--- src/include/twm_pkg.sv ---
// Constants of the tick timer and watchdog block: register map, field
// positions, reset values and the power mode encoding.
// Assumes a 32-bit APB register bus with byte addresses.
package twm_pkg;

  // Register byte addresses
  localparam logic [7:0] ADDR_CONFIG = 8'h00;
  localparam logic [7:0] ADDR_PRESCALER = 8'h04;
  localparam logic [7:0] ADDR_PRESET = 8'h08;
  localparam logic [7:0] ADDR_CONTROL = 8'h0c;
  localparam logic [7:0] ADDR_WD_COUNT = 8'h10;
  localparam logic [7:0] ADDR_WD_MATCH = 8'h14;
  localparam logic [7:0] ADDR_STATUS = 8'h18;

  // Configuration bits
  localparam int unsigned CFG_LOCK_CONFIG = 0;
  localparam int unsigned CFG_LOCK_PRESCALER = 1;
  localparam int unsigned CFG_LOCK_TIMER = 2;
  localparam int unsigned CFG_LOCK_COUNT = 3;
  localparam int unsigned CFG_WD_CLOCK_SELECT = 4;
  localparam int unsigned CFG_MATCH_ENABLE = 5;

  // Timer control and status bits
  localparam int unsigned CTL_RESTART = 0;
  localparam int unsigned CTL_TERMINAL = 1;
  localparam int unsigned CTL_IRQ_ENABLE = 2;

  // Status register: watchdog count in the low byte, running flag above
  localparam int unsigned STS_STARTED = 8;

  // Reset values
  localparam logic [5:0] CONFIG_RST = 6'h00;
  localparam logic [2:0] PRESCALER_RST = 3'h0;
  localparam logic [15:0] PRESET_RST = 16'hffff;
  localparam logic [7:0] WD_COUNT_RST = 8'h0f;

  // Key value that services the watchdog in match mode
  localparam logic [7:0] SERVICE_KEY = 8'h5c;
  // Highest legal prescaler code (divide by 32)
  localparam logic [2:0] PRESCALER_MAX = 3'h5;
  // Read answer of a locked or inaccessible register
  localparam logic [31:0] BLOCKED_READ = 32'hdead_beef;

  typedef enum logic [1:0] {
    MODE_ACTIVE,
    MODE_POWER_SAVE,
    MODE_IDLE,
    MODE_HALT
  } power_mode_t;

endpackage : twm_pkg

--- src/include/twm_link_if.sv ---
// Signals between the register/timer core, the prescaler and the watchdog.
// All three sit on pclk; every signal here is a same-clock level or pulse.
`timescale 1ns/1ns
interface twm_link_if;
  logic freeze;
  logic [2:0] mdiv;
  logic prescaled_tick_clock_rise;
  logic wd_edge;
  logic match_en;
  logic cnt_wr;
  logic svc_wr;
  logic [7:0] wdata;
  logic started;
  logic [7:0] wd_cnt;
  logic wd_error;

  modport presc(input freeze, input mdiv, output prescaled_tick_clock_rise);
  modport wdog(input wd_edge, input match_en, input cnt_wr, input svc_wr, input wdata,
               output started, output wd_cnt, output wd_error);
  modport ctrl(output freeze, output mdiv, output wd_edge, output match_en, output cnt_wr,
               output svc_wr, output wdata, input prescaled_tick_clock_rise, input started, input wd_cnt,
               input wd_error);
endinterface : twm_link_if

--- src/rtl/tick_prescaler.sv ---
// Slow clock synchroniser and divider; emits one pclk pulse per rising
// edge of the prescaled tick clock.
// Assumes slow_clock is far slower than pclk and unrelated to it.
`timescale 1ns/1ns
module tick_prescaler (
  input wire logic pclk,
  input wire logic presetn,
  input wire logic slow_clock,
  twm_link_if.presc lk
);
  typedef struct packed {
    logic s1;
    logic s2;
    logic s3;
    logic [4:0] div;
    logic rise;
  } presc_state_t;

  presc_state_t st_reg, st_next;
  logic slow_edge;
  logic [4:0] mask;

  always_comb begin
    st_next = st_reg;
    st_next.s1 = slow_clock;
    st_next.s2 = st_reg.s1;
    st_next.s3 = st_reg.s2;
    // Reserved codes fall back to the slowest ratio
    mask = (lk.mdiv > twm_pkg::PRESCALER_MAX) ? 5'h1f : 5'((6'h01 << lk.mdiv) - 6'h01);
    slow_edge = st_reg.s2 & ~st_reg.s3 & ~lk.freeze;
    st_next.rise = slow_edge && ((st_reg.div & mask) == mask);
    if (slow_edge) begin
      st_next.div = st_reg.div + 5'h01;
    end
  end

  always_ff @(posedge pclk or negedge presetn) begin
    if (!presetn) begin
      st_reg <= '0;
    end else begin
      st_reg <= st_next;
    end
  end

  assign lk.prescaled_tick_clock_rise = st_reg.rise;
endmodule : tick_prescaler

--- src/rtl/watchdog_core.sv ---
// Eight-bit watchdog counter with count and key-match servicing.
// Assumes wd_edge and the write pulses are single pclk cycles.
`timescale 1ns/1ns
module watchdog_core (
  input wire logic pclk,
  input wire logic presetn,
  twm_link_if.wdog lk
);
  typedef struct packed {
    logic [7:0] count_reg;
    logic [7:0] cnt;
    logic started;
    logic seen;
    logic err;
  } wd_state_t;

  wd_state_t st_reg, st_next;

  always_comb begin
    st_next = st_reg;
    if (st_reg.started && lk.wd_edge) begin
      st_next.seen = 1'b0;
      st_next.cnt = st_reg.cnt - 8'h01;
      if (st_reg.cnt <= 8'h01) begin
        st_next.err = 1'b1;
      end
    end
    if (lk.cnt_wr) begin
      st_next.count_reg = lk.wdata;
      st_next.started = 1'b1;
      if (!lk.match_en) begin
        st_next.cnt = lk.wdata;
      end
    end
    if (lk.svc_wr) begin
      st_next.started = 1'b1;
      // Disabled match mode: no service and no error
      if (lk.match_en) begin
        if (lk.wdata != twm_pkg::SERVICE_KEY) begin
          st_next.err = 1'b1;
        end else if (st_reg.seen && !lk.wd_edge) begin
          st_next.err = 1'b1;
        end else begin
          st_next.cnt = st_reg.count_reg;
          st_next.seen = 1'b1;
        end
      end
    end
  end

  always_ff @(posedge pclk or negedge presetn) begin
    if (!presetn) begin
      st_reg <= '0;
      st_reg.count_reg <= twm_pkg::WD_COUNT_RST;
      st_reg.cnt <= twm_pkg::WD_COUNT_RST;
    end else begin
      st_reg <= st_next;
    end
  end

  assign lk.started = st_reg.started;
  assign lk.wd_cnt = st_reg.cnt;
  assign lk.wd_error = st_reg.err;
endmodule : watchdog_core

--- src/rtl/tick_timer_and_watchdog.sv ---
// Tick timer and watchdog: APB registers, 16-bit periodic timer,
// instances of the prescaler and of the watchdog counter.
// Assumes an APB master on pclk, a free slow_clock pin and a power mode
// input from the power manager on pclk.
//
// The APB register port and the address map were left to the implementer.
`timescale 1ns/1ns
module tick_timer_and_watchdog (
  input wire logic pclk,
  input wire logic presetn,
  input wire logic [7:0] paddr,
  input wire logic psel,
  input wire logic penable,
  input wire logic pwrite,
  input wire logic [31:0] pwdata,
  output logic [31:0] prdata,
  output logic pready,
  output logic pslverr,
  input wire logic slow_clock,
  input wire twm_pkg::power_mode_t power_mode,
  output logic timer_tick_output,
  output logic periodic_tick_irq,
  output logic watchdog_reset
);

  ////////////////////////////////////////////////////////////////////////
  // State

  typedef struct packed {
    logic [31:0] prdata;
    logic pready;
    logic pslverr;
    logic [5:0] cfg;
    logic [2:0] mdiv;
    logic [15:0] preset;
    logic [15:0] cnt;
    logic restart;
    logic tc;
    logic inte;
    logic tick;
    logic irq;
    logic wd_reset;
  } top_state_t;

  top_state_t st_reg, st_next;
  twm_link_if link ();

  logic access;
  logic fire;
  logic wr_fire;
  logic mapped;
  logic allowed;
  logic [31:0] rd_value;
  logic [15:0] cnt_after;
  logic zero_after;

  ////////////////////////////////////////////////////////////////////////
  // Register access decode

  function automatic logic is_mapped(input logic [7:0] a);
    return a == twm_pkg::ADDR_CONFIG || a == twm_pkg::ADDR_PRESCALER ||
           a == twm_pkg::ADDR_PRESET || a == twm_pkg::ADDR_CONTROL ||
           a == twm_pkg::ADDR_WD_COUNT || a == twm_pkg::ADDR_WD_MATCH ||
           a == twm_pkg::ADDR_STATUS;
  endfunction : is_mapped

  // Lock bits and power mode decide whether a register may be touched
  function automatic logic is_allowed(input logic [7:0] a, input logic [5:0] cfg,
                                      input twm_pkg::power_mode_t m);
    logic active;
    active = (m == twm_pkg::MODE_ACTIVE);
    unique case (a)
      twm_pkg::ADDR_WD_MATCH: return m != twm_pkg::MODE_HALT;
      twm_pkg::ADDR_CONFIG: return active && !cfg[twm_pkg::CFG_LOCK_CONFIG];
      twm_pkg::ADDR_PRESCALER: return active && !cfg[twm_pkg::CFG_LOCK_PRESCALER];
      twm_pkg::ADDR_PRESET: return active && !cfg[twm_pkg::CFG_LOCK_TIMER];
      twm_pkg::ADDR_CONTROL: return active && !cfg[twm_pkg::CFG_LOCK_TIMER];
      twm_pkg::ADDR_WD_COUNT: return active && !cfg[twm_pkg::CFG_LOCK_COUNT];
      default: return active;
    endcase
  endfunction : is_allowed

  always_comb begin
    access = psel && penable && !st_reg.pready;
    // Writes and read side effects land on the edge where pready is seen
    fire = psel && penable && st_reg.pready;
    mapped = is_mapped(paddr);
    allowed = mapped && is_allowed(paddr, st_reg.cfg, power_mode);
    wr_fire = fire && pwrite && allowed;
  end

  always_comb begin
    rd_value = 32'h0000_0000;
    unique case (paddr)
      twm_pkg::ADDR_CONFIG: rd_value[5:0] = st_reg.cfg;
      twm_pkg::ADDR_PRESCALER: rd_value[2:0] = st_reg.mdiv;
      twm_pkg::ADDR_PRESET: rd_value[15:0] = st_reg.preset;
      twm_pkg::ADDR_CONTROL: begin
        rd_value[twm_pkg::CTL_RESTART] = st_reg.restart;
        rd_value[twm_pkg::CTL_TERMINAL] = st_reg.tc;
        rd_value[twm_pkg::CTL_IRQ_ENABLE] = st_reg.inte;
      end
      twm_pkg::ADDR_STATUS: begin
        rd_value[7:0] = link.wd_cnt;
        rd_value[twm_pkg::STS_STARTED] = link.started;
      end
      // Count and match registers are write-only
      default: rd_value = 32'h0000_0000;
    endcase
    if (!allowed) begin
      rd_value = twm_pkg::BLOCKED_READ;
    end
  end

  ////////////////////////////////////////////////////////////////////////
  // Timer next count

  always_comb begin
    cnt_after = st_reg.cnt;
    if (link.prescaled_tick_clock_rise) begin
      if (st_reg.restart || st_reg.cnt == 16'h0000) begin
        // Reload always takes the preset stored now
        cnt_after = st_reg.preset;
      end else begin
        cnt_after = st_reg.cnt - 16'h0001;
      end
    end
    zero_after = (cnt_after == 16'h0000);
  end

  ////////////////////////////////////////////////////////////////////////
  // Next state

  always_comb begin
    st_next = st_reg;

    // APB answer: one wait state, then pready for one cycle
    st_next.pready = access;
    if (access) begin
      st_next.prdata = rd_value;
      st_next.pslverr = !mapped;
    end else if (fire) begin
      st_next.prdata = 32'h0000_0000;
      st_next.pslverr = 1'b0;
    end

    // Timer
    st_next.cnt = cnt_after;
    if (link.prescaled_tick_clock_rise) begin
      st_next.tick = zero_after;
      st_next.irq = zero_after && st_reg.inte;
      st_next.restart = 1'b0;
    end

    // Read clears only a terminal flag that the read actually returned
    if (fire && !pwrite && allowed && paddr == twm_pkg::ADDR_CONTROL &&
        st_reg.prdata[twm_pkg::CTL_TERMINAL]) begin
      st_next.tc = 1'b0;
    end
    if (link.prescaled_tick_clock_rise && zero_after) begin
      st_next.tc = 1'b1;
    end

    // Register writes
    if (wr_fire) begin
      unique case (paddr)
        twm_pkg::ADDR_CONFIG: begin
          st_next.cfg = st_reg.cfg | pwdata[5:0];
        end
        twm_pkg::ADDR_PRESCALER: begin
          st_next.mdiv = pwdata[2:0];
        end
        twm_pkg::ADDR_PRESET: begin
          st_next.preset = pwdata[15:0];
        end
        twm_pkg::ADDR_CONTROL: begin
          st_next.inte = pwdata[twm_pkg::CTL_IRQ_ENABLE];
          // Writing 0 has no effect; a set beats the self-clear
          if (pwdata[twm_pkg::CTL_RESTART]) begin
            st_next.restart = 1'b1;
          end
        end
        default: begin
        end
      endcase
    end

    // Sticky until the device reset that it requests
    if (link.wd_error) begin
      st_next.wd_reset = 1'b1;
    end
  end

  always_ff @(posedge pclk or negedge presetn) begin
    if (!presetn) begin
      st_reg <= '0;
      st_reg.cfg <= twm_pkg::CONFIG_RST;
      st_reg.mdiv <= twm_pkg::PRESCALER_RST;
      st_reg.preset <= twm_pkg::PRESET_RST;
      st_reg.cnt <= twm_pkg::PRESET_RST;
    end else begin
      st_reg <= st_next;
    end
  end

  ////////////////////////////////////////////////////////////////////////
  // Submodules

  assign link.freeze = (power_mode == twm_pkg::MODE_HALT);
  assign link.mdiv = st_reg.mdiv;
  // Timer tick rises exactly when the count enters zero
  assign link.wd_edge = link.prescaled_tick_clock_rise &&
                        (st_reg.cfg[twm_pkg::CFG_WD_CLOCK_SELECT] || zero_after);
  assign link.match_en = st_reg.cfg[twm_pkg::CFG_MATCH_ENABLE];
  assign link.cnt_wr = wr_fire && paddr == twm_pkg::ADDR_WD_COUNT;
  assign link.svc_wr = wr_fire && paddr == twm_pkg::ADDR_WD_MATCH;
  assign link.wdata = pwdata[7:0];

  tick_prescaler u_prescaler (
    .pclk(pclk),
    .presetn(presetn),
    .slow_clock(slow_clock),
    .lk(link.presc)
  );

  watchdog_core u_watchdog (
    .pclk(pclk),
    .presetn(presetn),
    .lk(link.wdog)
  );

  assign prdata = st_reg.prdata;
  assign pready = st_reg.pready;
  assign pslverr = st_reg.pslverr;
  assign timer_tick_output = st_reg.tick;
  assign periodic_tick_irq = st_reg.irq;
  assign watchdog_reset = st_reg.wd_reset;
endmodule : tick_timer_and_watchdog

--- config.mk ---
export PLATFORM = sky130hd
export DESIGN_NAME = tick_timer_and_watchdog
export DESIGN_NICKNAME = d
export VERILOG_FILES = /design/src/include/twm_pkg.sv /design/src/include/twm_link_if.sv /design/src/rtl/tick_prescaler.sv /design/src/rtl/watchdog_core.sv /design/src/rtl/tick_timer_and_watchdog.sv
export SDC_FILE = /design/constraint.sdc
export NUM_CORES = 1
export LEC_CHECK = 0
export BUFFER_PORTS_ARGS = -buffer_cell sky130_fd_sc_hd__buf_2
export CORE_MARGIN = 2
export CORE_UTILIZATION = 45
export DETAILED_ROUTE_END_ITERATION = 16
export GPL_TIMING_DRIVEN = 0
export PLACE_DENSITY = 0.66
export RECOVER_POWER = 25
export SLEW_MARGIN = 25
export SYNTH_ARGS = -nofsm -noshare
export SYNTH_HDL_FRONTEND = slang
export SYNTH_SLANG_ARGS = --single-unit
--- constraint.sdc ---
create_clock -name pclk -period 8.2 [get_ports pclk]
set_input_delay 1.23 -clock pclk [delete_from_list [all_inputs] [get_ports pclk]]
set_output_delay 1.23 -clock pclk [all_outputs]
set_load 0.03 [all_outputs]
---- After elaboration in Yosys (flattened, before gate mapping) ----
Cells that the tools add are included.
storage, ports and cells
  bits of input ports ..................... 48
  register bits after elaboration ......... 109
  output and inout bits ................... 37
cells by class
  shift operators ......................... 1
  add/subtract/negate cells ............... 4
  $lt $le $gt $ge ......................... 2
  mux-type cells .......................... 33
  bitwise logic cells ..................... 6
  eq/ne operators ......................... 10
  reduce and logical (&&, ||, !) cells .... 50
operators with widths
  cell                   count
  $mux 32                3
  $mux 8                 5
  $logic_not 16->1       2
  $mux 16                2
  $eq 8x5->1 const B     3
  $logic_and 1x1->1      22
  $eq 8x4->1 const B     2
  $sub 16x1->16 const B  1
  $pmux 3 s5             1
  $mux 1                 13
  $mux 11                1
  $mux 9                 1
  $pmux 3 s3             1
  $eq 8x3->1 const B     1
  $le 8x1->1 const B     1
  $logic_not 1->1        8
  $logic_not 8->1        1
  $logic_or 1x1->1       8
  $ne 8x7->1 const B     1
  $reduce_and 2->1       4
  $sub 8x1->8 const B    1
  $mux 7                 1
  $or 6x6->6             1
  $pmux 3 s2             1
  16 further kinds       21

---- Logic depth before layout (Yosys ltp) ----
Gate-level depths: netlist of run 1.
  depth after elaboration ................. 15
  gate-level depth with buffers ........... 15

---- Modules after synthesis ----
A second synthesis of run 1 with hierarchy kept.
second synthesis, totals
  cells, all modules ...................... 508
  area total of the unflattened synthesis .. 5222.5 µm²
by module, submodules not included
  module                   cells an instance  instances  area an instance (µm²)
  tick_timer_and_watchdog  374                1          3708.6
  watchdog_core            95                 1          1064.8
  tick_prescaler           39                 1          449.2

---- Worst setup path before layout of run 1 ----
Ideal clock, no wire load.
  path kind ............................... input to register
  start ................................... input port paddr[0]
  end ..................................... register u_watchdog.st_reg[16] (netlist name)
  setup slack ............................. 4.520 ns
  required time ........................... 8.075 ns
  stages .................................. 7
  arrival time ............................ 3.556 ns
  setup time .............................. 0.125 ns
  buffers on the path ..................... 0
  cells stage by stage .................... or4_1 nor3_1 o21ai_0 a21oi_1 o2111ai_1 nor3_1 mux2_2
between the ends
  longest elaborated chain between the ends .. 10
  elaborated cells between the ends (all ways) .. 18
  classes of those cells .................. eq/ne: 6; mux: 1; reduce/logical: 11
RTL lines
  what                                           line                                                          text
  from (decl)                                    tick_timer_and_watchdog.sv:11                                 input wire logic [7:0] paddr,
  $eq 8x3->1 or $logic_not 8->1 (tied branches)  tick_timer_and_watchdog.sv:61, tick_timer_and_watchdog.sv:72
  $logic_or 1x1->1 (2 in a row)                  tick_timer_and_watchdog.sv:61                                 return a == twm_pkg::ADDR_CONFIG || a == twm_pkg::ADDR_PRESCALER ||
  $logic_or 1x1->1 (2 in a row)                  tick_timer_and_watchdog.sv:62                                 a == twm_pkg::ADDR_PRESET || a == twm_pkg::ADDR_CONTROL ||
  $logic_or 1x1->1 (2 in a row)                  tick_timer_and_watchdog.sv:63                                 a == twm_pkg::ADDR_WD_COUNT || a == twm_pkg::ADDR_WD_MATCH ||
  $logic_and 1x1->1                              tick_timer_and_watchdog.sv:88                                 allowed = mapped && is_allowed(paddr, st_reg.cfg, power_mode);
  $logic_and 1x1->1                              tick_timer_and_watchdog.sv:89                                 wr_fire = fire && pwrite && allowed;
  $logic_and 1x1->1 (*)                          tick_timer_and_watchdog.sv:215                                assign link.cnt_wr = wr_fire && paddr == twm_pkg::ADDR_WD_COUNT;
  to (signal assigned)                           watchdog_core.sv:57                                           st_reg <= st_next;
  to (decl)                                      watchdog_core.sv:17                                           wd_state_t st_reg, st_next;
Mark *: on every way between the ends. The rest lies on a longest branch, timed or not.
A chain may end at the register's enable or synchronous reset.

==> flow_metrics.py, run 1 <==
metrics = {
    "logic_synthesis": {
        "synth-simple-area-share_pct": 15.1,
        "synth-edff-count": 0,
        "async_flop_share_pct": 100,
        "synth_area_mm2": 0.00517,
        "yosysWarnings": 0,
        "synth_compound_area_share_pct": 19.8,
        "synthMuxAreaShare_pct": 7.38,
        "synth_most_common_cell": "dfrtp_1",
        "avgSynthCellArea_um2": 10.2,
        "synthAdderAreaFrac_pct": 0.967,
        "yosysUniqueCellTypes": 69,
        "ys_ff_latch": 94,
        "synth_top_family_by_area": "compound AO/OA/AOI/OAI gates",
        "synth_top_area_share_pct": 26.1,
        "synth_common_cells": "54 x dfrtp_1, 40 x dfstp_2, 33 x mux2_2, 32 x buf_4, 30 x nand2_1",
        "synth_ff_type": "dfrtp_1",
        "synthXorXnorAreaFrac_pct": 1.69,
        "yosysTopAreaCell": "dfrtp_1",
        "synthCells": 506,
        "synth.area.top_cells": "dfrtp_1 26%, dfstp_2 20%, mux2_2 7.2%",
        "yosysSeqAreaShare_pct": 46.4,
    },
    "setup_path": {
        "cp_common_cell": "clkbuf_1",
        "crit_buf_inv": 2,
        "cp_cell_sequence": "clkbuf_1 > clkbuf_1",
        "slowest_delay_ns": 1.98,
        "cp_data_arrival_time_ns": 4.81,
        "cp-end-kind": "asynchronous set/reset pin",
        "crit_required_ns": 8.10,
        "startpoint_type": "input pin",
        "r2r_slack_ns": 4.11,
        "crit_family": "buffers and inverters",
        "crit_type": "input pin to asynchronous set/reset pin",
        "path_max_fanout": 51,
        "cp_slowest_cell": "clkbuf_1",
    },
    "floorplan": {
        "die_h_um": 111,
        "initial_core_util_pct": 45.7,
        "ioPinCount": 85,
        "dieArea_mm2": 0.0124,
        "core-area_mm2": 0.0113,
        "die_x_um": 111,
        "rows": 39,
    },
    "power_and_ir_drop": {
        "leakage_uw": 0.00267,
        "p_int_uw": 864,
        "pwr-share-seq_pct": 45.7,
        "pwr-share-comb_pct": 18.8,
        "vdd_ir_drop_max_uv": 146,
        "p_switching_uw": 385,
        "power.density_mw_per_mm2": 208,
        "power_frac_clock_pct": 35.5,
        "swShare_pct": 30.8,
    },
    "global_route": {
        "grt_overflow": 0,
        "antenna_found_initial": 0,
        "use_met1_pct": 30.2,
        "grt_first_pass_wirelength_mm": 22.1,
        "grt_max_degree": 52,
        "grt_use_met2_pct": 37.0,
        "grt_pass1_vias": 4176,
        "grt_usage_pct": 22.5,
        "grt.busiest_layer": "met2",
        "met3_usage_pct": 4.16,
    },
    "sta": {
        "final_max_slew_viol_count": 97,
        "finalSetupViolations": 0,
        "clock_skew_ns": 0.00833,
        "finalCritPeriodShare_pct": 59.9,
        "period_needed_ns": 4.91,
        "rsz0062_at_grt": "no",
        "fmax_mhz": 204,
        "worstMarginPinSlew_ns": 2.66,
        "hold_slack_ns": 0.350,
        "tns_ns": 0,
        "slew_headroom_pct": -77.3,
        "hold_viol_final": 0,
    },
    "hold_path": {
        "hold_class": "flop to flop",
    },
    "clocking": {
        "cts_setup_buffers": 0,
        "clock_latency_ns": 0.36,
        "htreeDepth": 3,
        "numClockSinks": 94,
        "cts_tree": "yes",
        "cts_buffers": 9,
        "root_buffer": "clkbuf_16",
        "ctsResizeCount": 0,
        "path_clk_slew_ns": 0.07,
        "cts_buffer_depth": 2,
        "cts_hold_buf": 0,
    },
    "detailed_routing": {
        "dr.pass1.iters": 6,
        "vias_per_cell": 5.89,
        "vias": 4315,
        "drt_iter0_markers": 446,
        "route.detailed.drc": 0,
        "final_antenna_net_count": 0,
        "wl_per_cell_um": 18.7,
        "drt-total-wl_mm": 13.7,
    },
    "cells_and_area": {
        "nets": 637,
        "nFillCells": 1040,
        "largest_register_ffs": 40,
        "layout-drive-gt1-share_pct": 35.1,
        "area_growth_pct": 16.2,
        "final_core_util_pct": 53.1,
        "design_area_mm2": 0.00601,
        "multi_input_area_mm2": 0.00235,
        "diodes": 0,
        "seq_area_mm2": 0.00240,
        "final-instance-count-excl-fill": 733,
    },
    "run": {
        "cap_violations": 2,
    },
    "placement": {
        "dp_hpwl_mm": 10.1,
        "place_area_mm2": 0.00572,
        "io_buffers": 63,
        "dpl.cell_count": 717,
        "place.gp.congestion": 0.927,
    },
    "status": {
        "outcome": "finished with violations",
        "violations": "max-capacitance violations, max-slew violations",
    },
}
-- cells in the final DEF, fill, tap and decap left out, drive strengths merged, types with 4 or more instances in the layout --
cell type,count
nor2,27
nor3,11
nand3,6
a21oi,21
a22oi,9
buf,100
a22o,5
inv,30
and3,6
xnor2,4
nand4,4
nand2,31
o21ai,20
conb,5
o211ai,4
ha,4
a21o,7
clkbuf,29
mux2,33
a211o,7
a211oi,8
o22ai,8
dfstp,40
or3,9
xor2,6
a221o,8
or4,8
or2,4
o221ai,4
dfrtp,54
and2,8
a31oi,8
nand2b,7
o41ai,6
nor4,7
-- routing by layer --
layer / up-vias / share of wire (%)
met5: - / 0
met4: 0 / 2.3
met3: 27 / 6.3
met2: 193 / 49
met1: 2086 / 43
li1: 2009 / -
-- power by group through the flow --
stage	Combinational (uW)	Clock [uW]	Sequential (uW)
3_5_place_dp	235	0	576
6_report	235	443	571
4_1_cts	236	452	569
3_3_place_gp	229	0	574
2_1_floorplan	170	0	564
5_1_grt	256	469	577
-- cell families (layout without fill, tap and decap cells) --
family | count (synthesis) | after routing
muxes | 34 | 34
buffers and inverters | 83 | 163
xor gates and xnor gates | 10 | 10
and+or+nand+nor | 141 | 141
other | 1 | 5
AOI/OAI and AO/OA | 139 | 139
DFF | 94 | 94
adders and majority gates | 4 | 4
-- final timing paths --
path / start / endpoint / cells after the start
max in group pclk: paddr[3] / st_reg[35] / 11
setup / recovery: presetn / u_prescaler.st_next[6] / 2
setup reg to reg: st_reg[6] / u_watchdog.lk.wd_cnt[6] / 12
hold reg to reg: u_prescaler.st_next[7] / u_prescaler.st_next[6] / 0
hold / removal: u_prescaler.st_next[7] / u_prescaler.st_next[6] / 0
min in group asynchronous: presetn / prdata[12] / 1
-- cell type report --
class	count	share of cell area, %
sequential	94	39.9
multi-input combinational	333	39.2
buffer	56	5.68
timing repair buffer	64	5.29
clock buffer	9	3.75
tap	143	2.98
inverter	27	1.69
clock inverter	7	1.52
-- through the flow --
| stage | power, uW | setup WS [ns] |
|---|---|---|
| final | 1250 | 3.29 |
| after global routing | 1300 | 2.28 |
| after CTS | 1260 | 4.12 |
| after detailed placement | 812 | 3.75 |
| after global placement | 803 | 3.85 |
| after floorplan | 734 | 4.52 |
Power figures use the tool's default switching activity.
==> run 2: changes to the inputs <==
--- a/config.mk
+++ b/config.mk
@@ -5,6 +5,7 @@
 export SDC_FILE = /design/constraint.sdc
 export NUM_CORES = 1
 export LEC_CHECK = 0
+export ABC_AREA = 1
 export BUFFER_PORTS_ARGS = -buffer_cell sky130_fd_sc_hd__buf_2
 export CORE_MARGIN = 2
 export CORE_UTILIZATION = 45
==> constraint.sdc (replaced) <==
create_clock -name pclk -period 4.8 [get_ports pclk]
set_input_delay 0.72 -clock pclk [delete_from_list [all_inputs] [get_ports pclk]]
set_output_delay 0.72 -clock pclk [all_outputs]
set_load 0.03 [all_outputs]
==> flow_metrics.py, run 2 <==
metrics = {
    "logic_synthesis": {
        "async_flop_share_pct": 100,
        "yosysTopAreaCell": "dfrtp_1",
        "synthCells": 672,
        "avgSynthCellArea_um2": 8.01,
        "yosysWarnings": 0,
        "ys_ff_latch": 94,
        "synth_ff_type": "dfrtp_1",
        "yosysUniqueCellTypes": 50,
        "synth_most_common_cell": "nand2_1",
        "synth.area.top_cells": "dfrtp_1 25%, dfstp_2 20%, nand2_1 13%",
        "yosysSeqAreaShare_pct": 44.6,
        "synth_top_area_share_pct": 25.1,
        "synth-edff-count": 0,
        "synth_area_mm2": 0.00538,
        "synth_common_cells": "181 x nand2_1, 75 x inv_1, 59 x nor2_1, 54 x dfrtp_1, 43 x nand3_1",
    },
    "clocking": {
        "cts_buffer_depth": 2,
        "cts_tree": "yes",
        "root_buffer": "clkbuf_16",
        "clock_latency_ns": 0.35,
        "htreeDepth": 3,
        "cts_setup_buffers": 0,
        "ctsResizeCount": 0,
        "numClockSinks": 94,
        "cts_hold_buf": 0,
        "path_clk_slew_ns": 0.06,
        "cts_buffers": 9,
    },
    "detailed_routing": {
        "final_antenna_net_count": 0,
        "drt_iter0_markers": 330,
        "vias": 4669,
        "route.detailed.drc": 0,
        "vias_per_cell": 5.19,
        "dr.pass1.iters": 6,
        "wl_per_cell_um": 14.9,
        "drt-total-wl_mm": 13.4,
    },
    "floorplan": {
        "rows": 39,
        "ioPinCount": 85,
        "dieArea_mm2": 0.0128,
        "die_h_um": 113,
        "core-area_mm2": 0.0116,
        "die_x_um": 113,
        "initial_core_util_pct": 46.5,
    },
    "global_route": {
        "grt_first_pass_wirelength_mm": 22.5,
        "grt_overflow": 0,
        "grt_usage_pct": 22.4,
        "antenna_found_initial": 0,
        "grt_max_degree": 70,
        "grt_pass1_vias": 4483,
    },
    "setup_path": {
        "cp_slowest_cell": "clkbuf_2",
        "crit_required_ns": 4.95,
        "startpoint_type": "input pin",
        "path_max_fanout": 69,
        "crit_buf_inv": 2,
        "r2r-end": "u_watchdog.lk.wd_cnt[5]",
        "r2r_slack_ns": 1.96,
        "crit_type": "input pin to asynchronous set/reset pin",
        "crit_end": "st_reg[43]",
        "crit_family": "buffers and inverters",
        "slowest_delay_ns": 1.35,
        "cp-end-kind": "asynchronous set/reset pin",
        "cp.depth": 2,
        "cp-startpoint": "presetn",
        "cp_data_arrival_time_ns": 3.12,
        "r2r-start": "st_reg[6]",
        "rr_worst_depth": 20,
        "cp_cell_sequence": "clkbuf_1 > clkbuf_2",
    },
    "sta": {
        "worstMarginPinSlew_ns": 1.66,
        "fmax_mhz": 336,
        "tns_ns": 0,
        "final_max_slew_viol_count": 70,
        "hold_viol_final": 0,
        "finalCritPeriodShare_pct": 62.0,
        "clock_skew_ns": 0.00715,
        "rsz0062_at_grt": "no",
        "finalSetupViolations": 0,
        "slew_headroom_pct": -10.6,
        "period_needed_ns": 2.97,
    },
    "placement": {
        "io_buffers": 63,
        "place.gp.congestion": 0.912,
        "dp_hpwl_mm": 10.3,
        "dpl.cell_count": 883,
    },
    "cells_and_area": {
        "diodes": 0,
        "area_growth_pct": 15.1,
        "nets": 803,
        "mostFrequentLayoutCells": "181 x nand2_1, 75 x inv_1, 68 x buf_2",
        "final-instance-count-excl-fill": 899,
        "largest_register_ffs": 40,
        "layout-drive-gt1-share_pct": 27.6,
        "mostFrequentLayoutCell": "nand2_1",
        "nFillCells": 1100,
    },
    "power_and_ir_drop": {
        "p_total_uw": 2680,
        "vdd_ir_drop_max_uv": 167,
        "power.density_mw_per_mm2": 433,
        "leakage_uw": 0.00303,
    },
    "hold_path": {
        "hold_class": "flop to flop",
    },
    "status": {
        "outcome": "finished with violations",
        "violations": "max-capacitance violations, max-slew violations",
    },
    "run": {
        "cap_violations": 1,
    },
}
[run 2: cell types whose count changed after synthesis, sizes merged, moves of 9 or more]
cell    delta
nand2    +166
inv       +52
nand3     +43
nor2      +41
mux2      -25
clkbuf    -15
o21ai     +15
nand4      +9
or3        -9
[run 2: through the flow]
step / hold slack [ns] / cell area (um2) / utilization, % / worst slack, ns
2_1_floorplan: 0.331 / 5400 / - / 2.33
3_3_place_gp: 0.335 / 5890 / 50.9 / 1.80
3_5_place_dp: 0.349 / 5920 / 51.2 / 1.82
4_1_cts: 0.230 / 6230 / 53.8 / 1.95
5_1_grt: 0.379 / 6200 / 53.6 / 1.26
6_report: 0.358 / 6200 / 53.6 / 1.83
[run 2: worst min path at each step]
| stage | startpoint | to | slack (ns) | depth (start not counted) |
|---|---|---|---|---|
| 2_1_floorplan | u_prescaler.st_next[7] | u_prescaler.st_next[6] | 0.33 | 0 |
| 3_3_place_gp | u_prescaler.st_next[7] | u_prescaler.st_next[6] | 0.34 | 0 |
| 3_5_place_dp | u_prescaler.st_next[7] | u_prescaler.st_next[6] | 0.35 | 0 |
| 4_1_cts | presetn | prdata[12] | 0.23 | 1 |
| 5_1_grt | u_prescaler.st_next[7] | u_prescaler.st_next[6] | 0.38 | 0 |
| 6_report | u_prescaler.st_next[7] | u_prescaler.st_next[6] | 0.36 | 0 |
[run 2: kinds of logic (layout without fill, tap and decap cells)]
kind of cell	Yosys count	in the layout	share of synthesized area, %
compound gates	87	87	9.93
xor+xnor	12	12	1.95
fa+ha+maj	4	4	0.930
buf+inv	125	205	11.7
flops	94	94	44.6
mux	8	8	1.95
other cells	1	5	0.0697
simple gates	341	341	28.8
[run 2: area by class of cell]
| cell class | count | area [um2] | share of cell area [%] |
|---|---|---|---|
| multi-input combinational | 457 | 2360 | 38.1 |
| timing repair buffer | 64 | 319 | 5.15 |
| buffer | 45 | 330 | 5.33 |
| clock inverter | 5 | 58.8 | 0.949 |
| clock buffer | 11 | 243 | 3.92 |
| sequential | 94 | 2400 | 38.8 |
| inverter | 80 | 302 | 4.87 |
| tap | 143 | 179 | 2.89 |
[run 2: power by group]
part           internal [uW]  switching (uW)
clock                    418             306
sequential               989             149
combinational            300             521
total                   1710             975
[run 2: routing by layer]
metal | vias to the layer above | GRT usage [%] | part of all wire (%)
li1 | 2300 | - | -
met1 | 2207 | 29.0 | 45
met2 | 138 | 36.1 | 48
met3 | 24 | 5.41 | 4.9
met4 | 0 | 9.27 | 2.5
met5 | - | 0 | 0
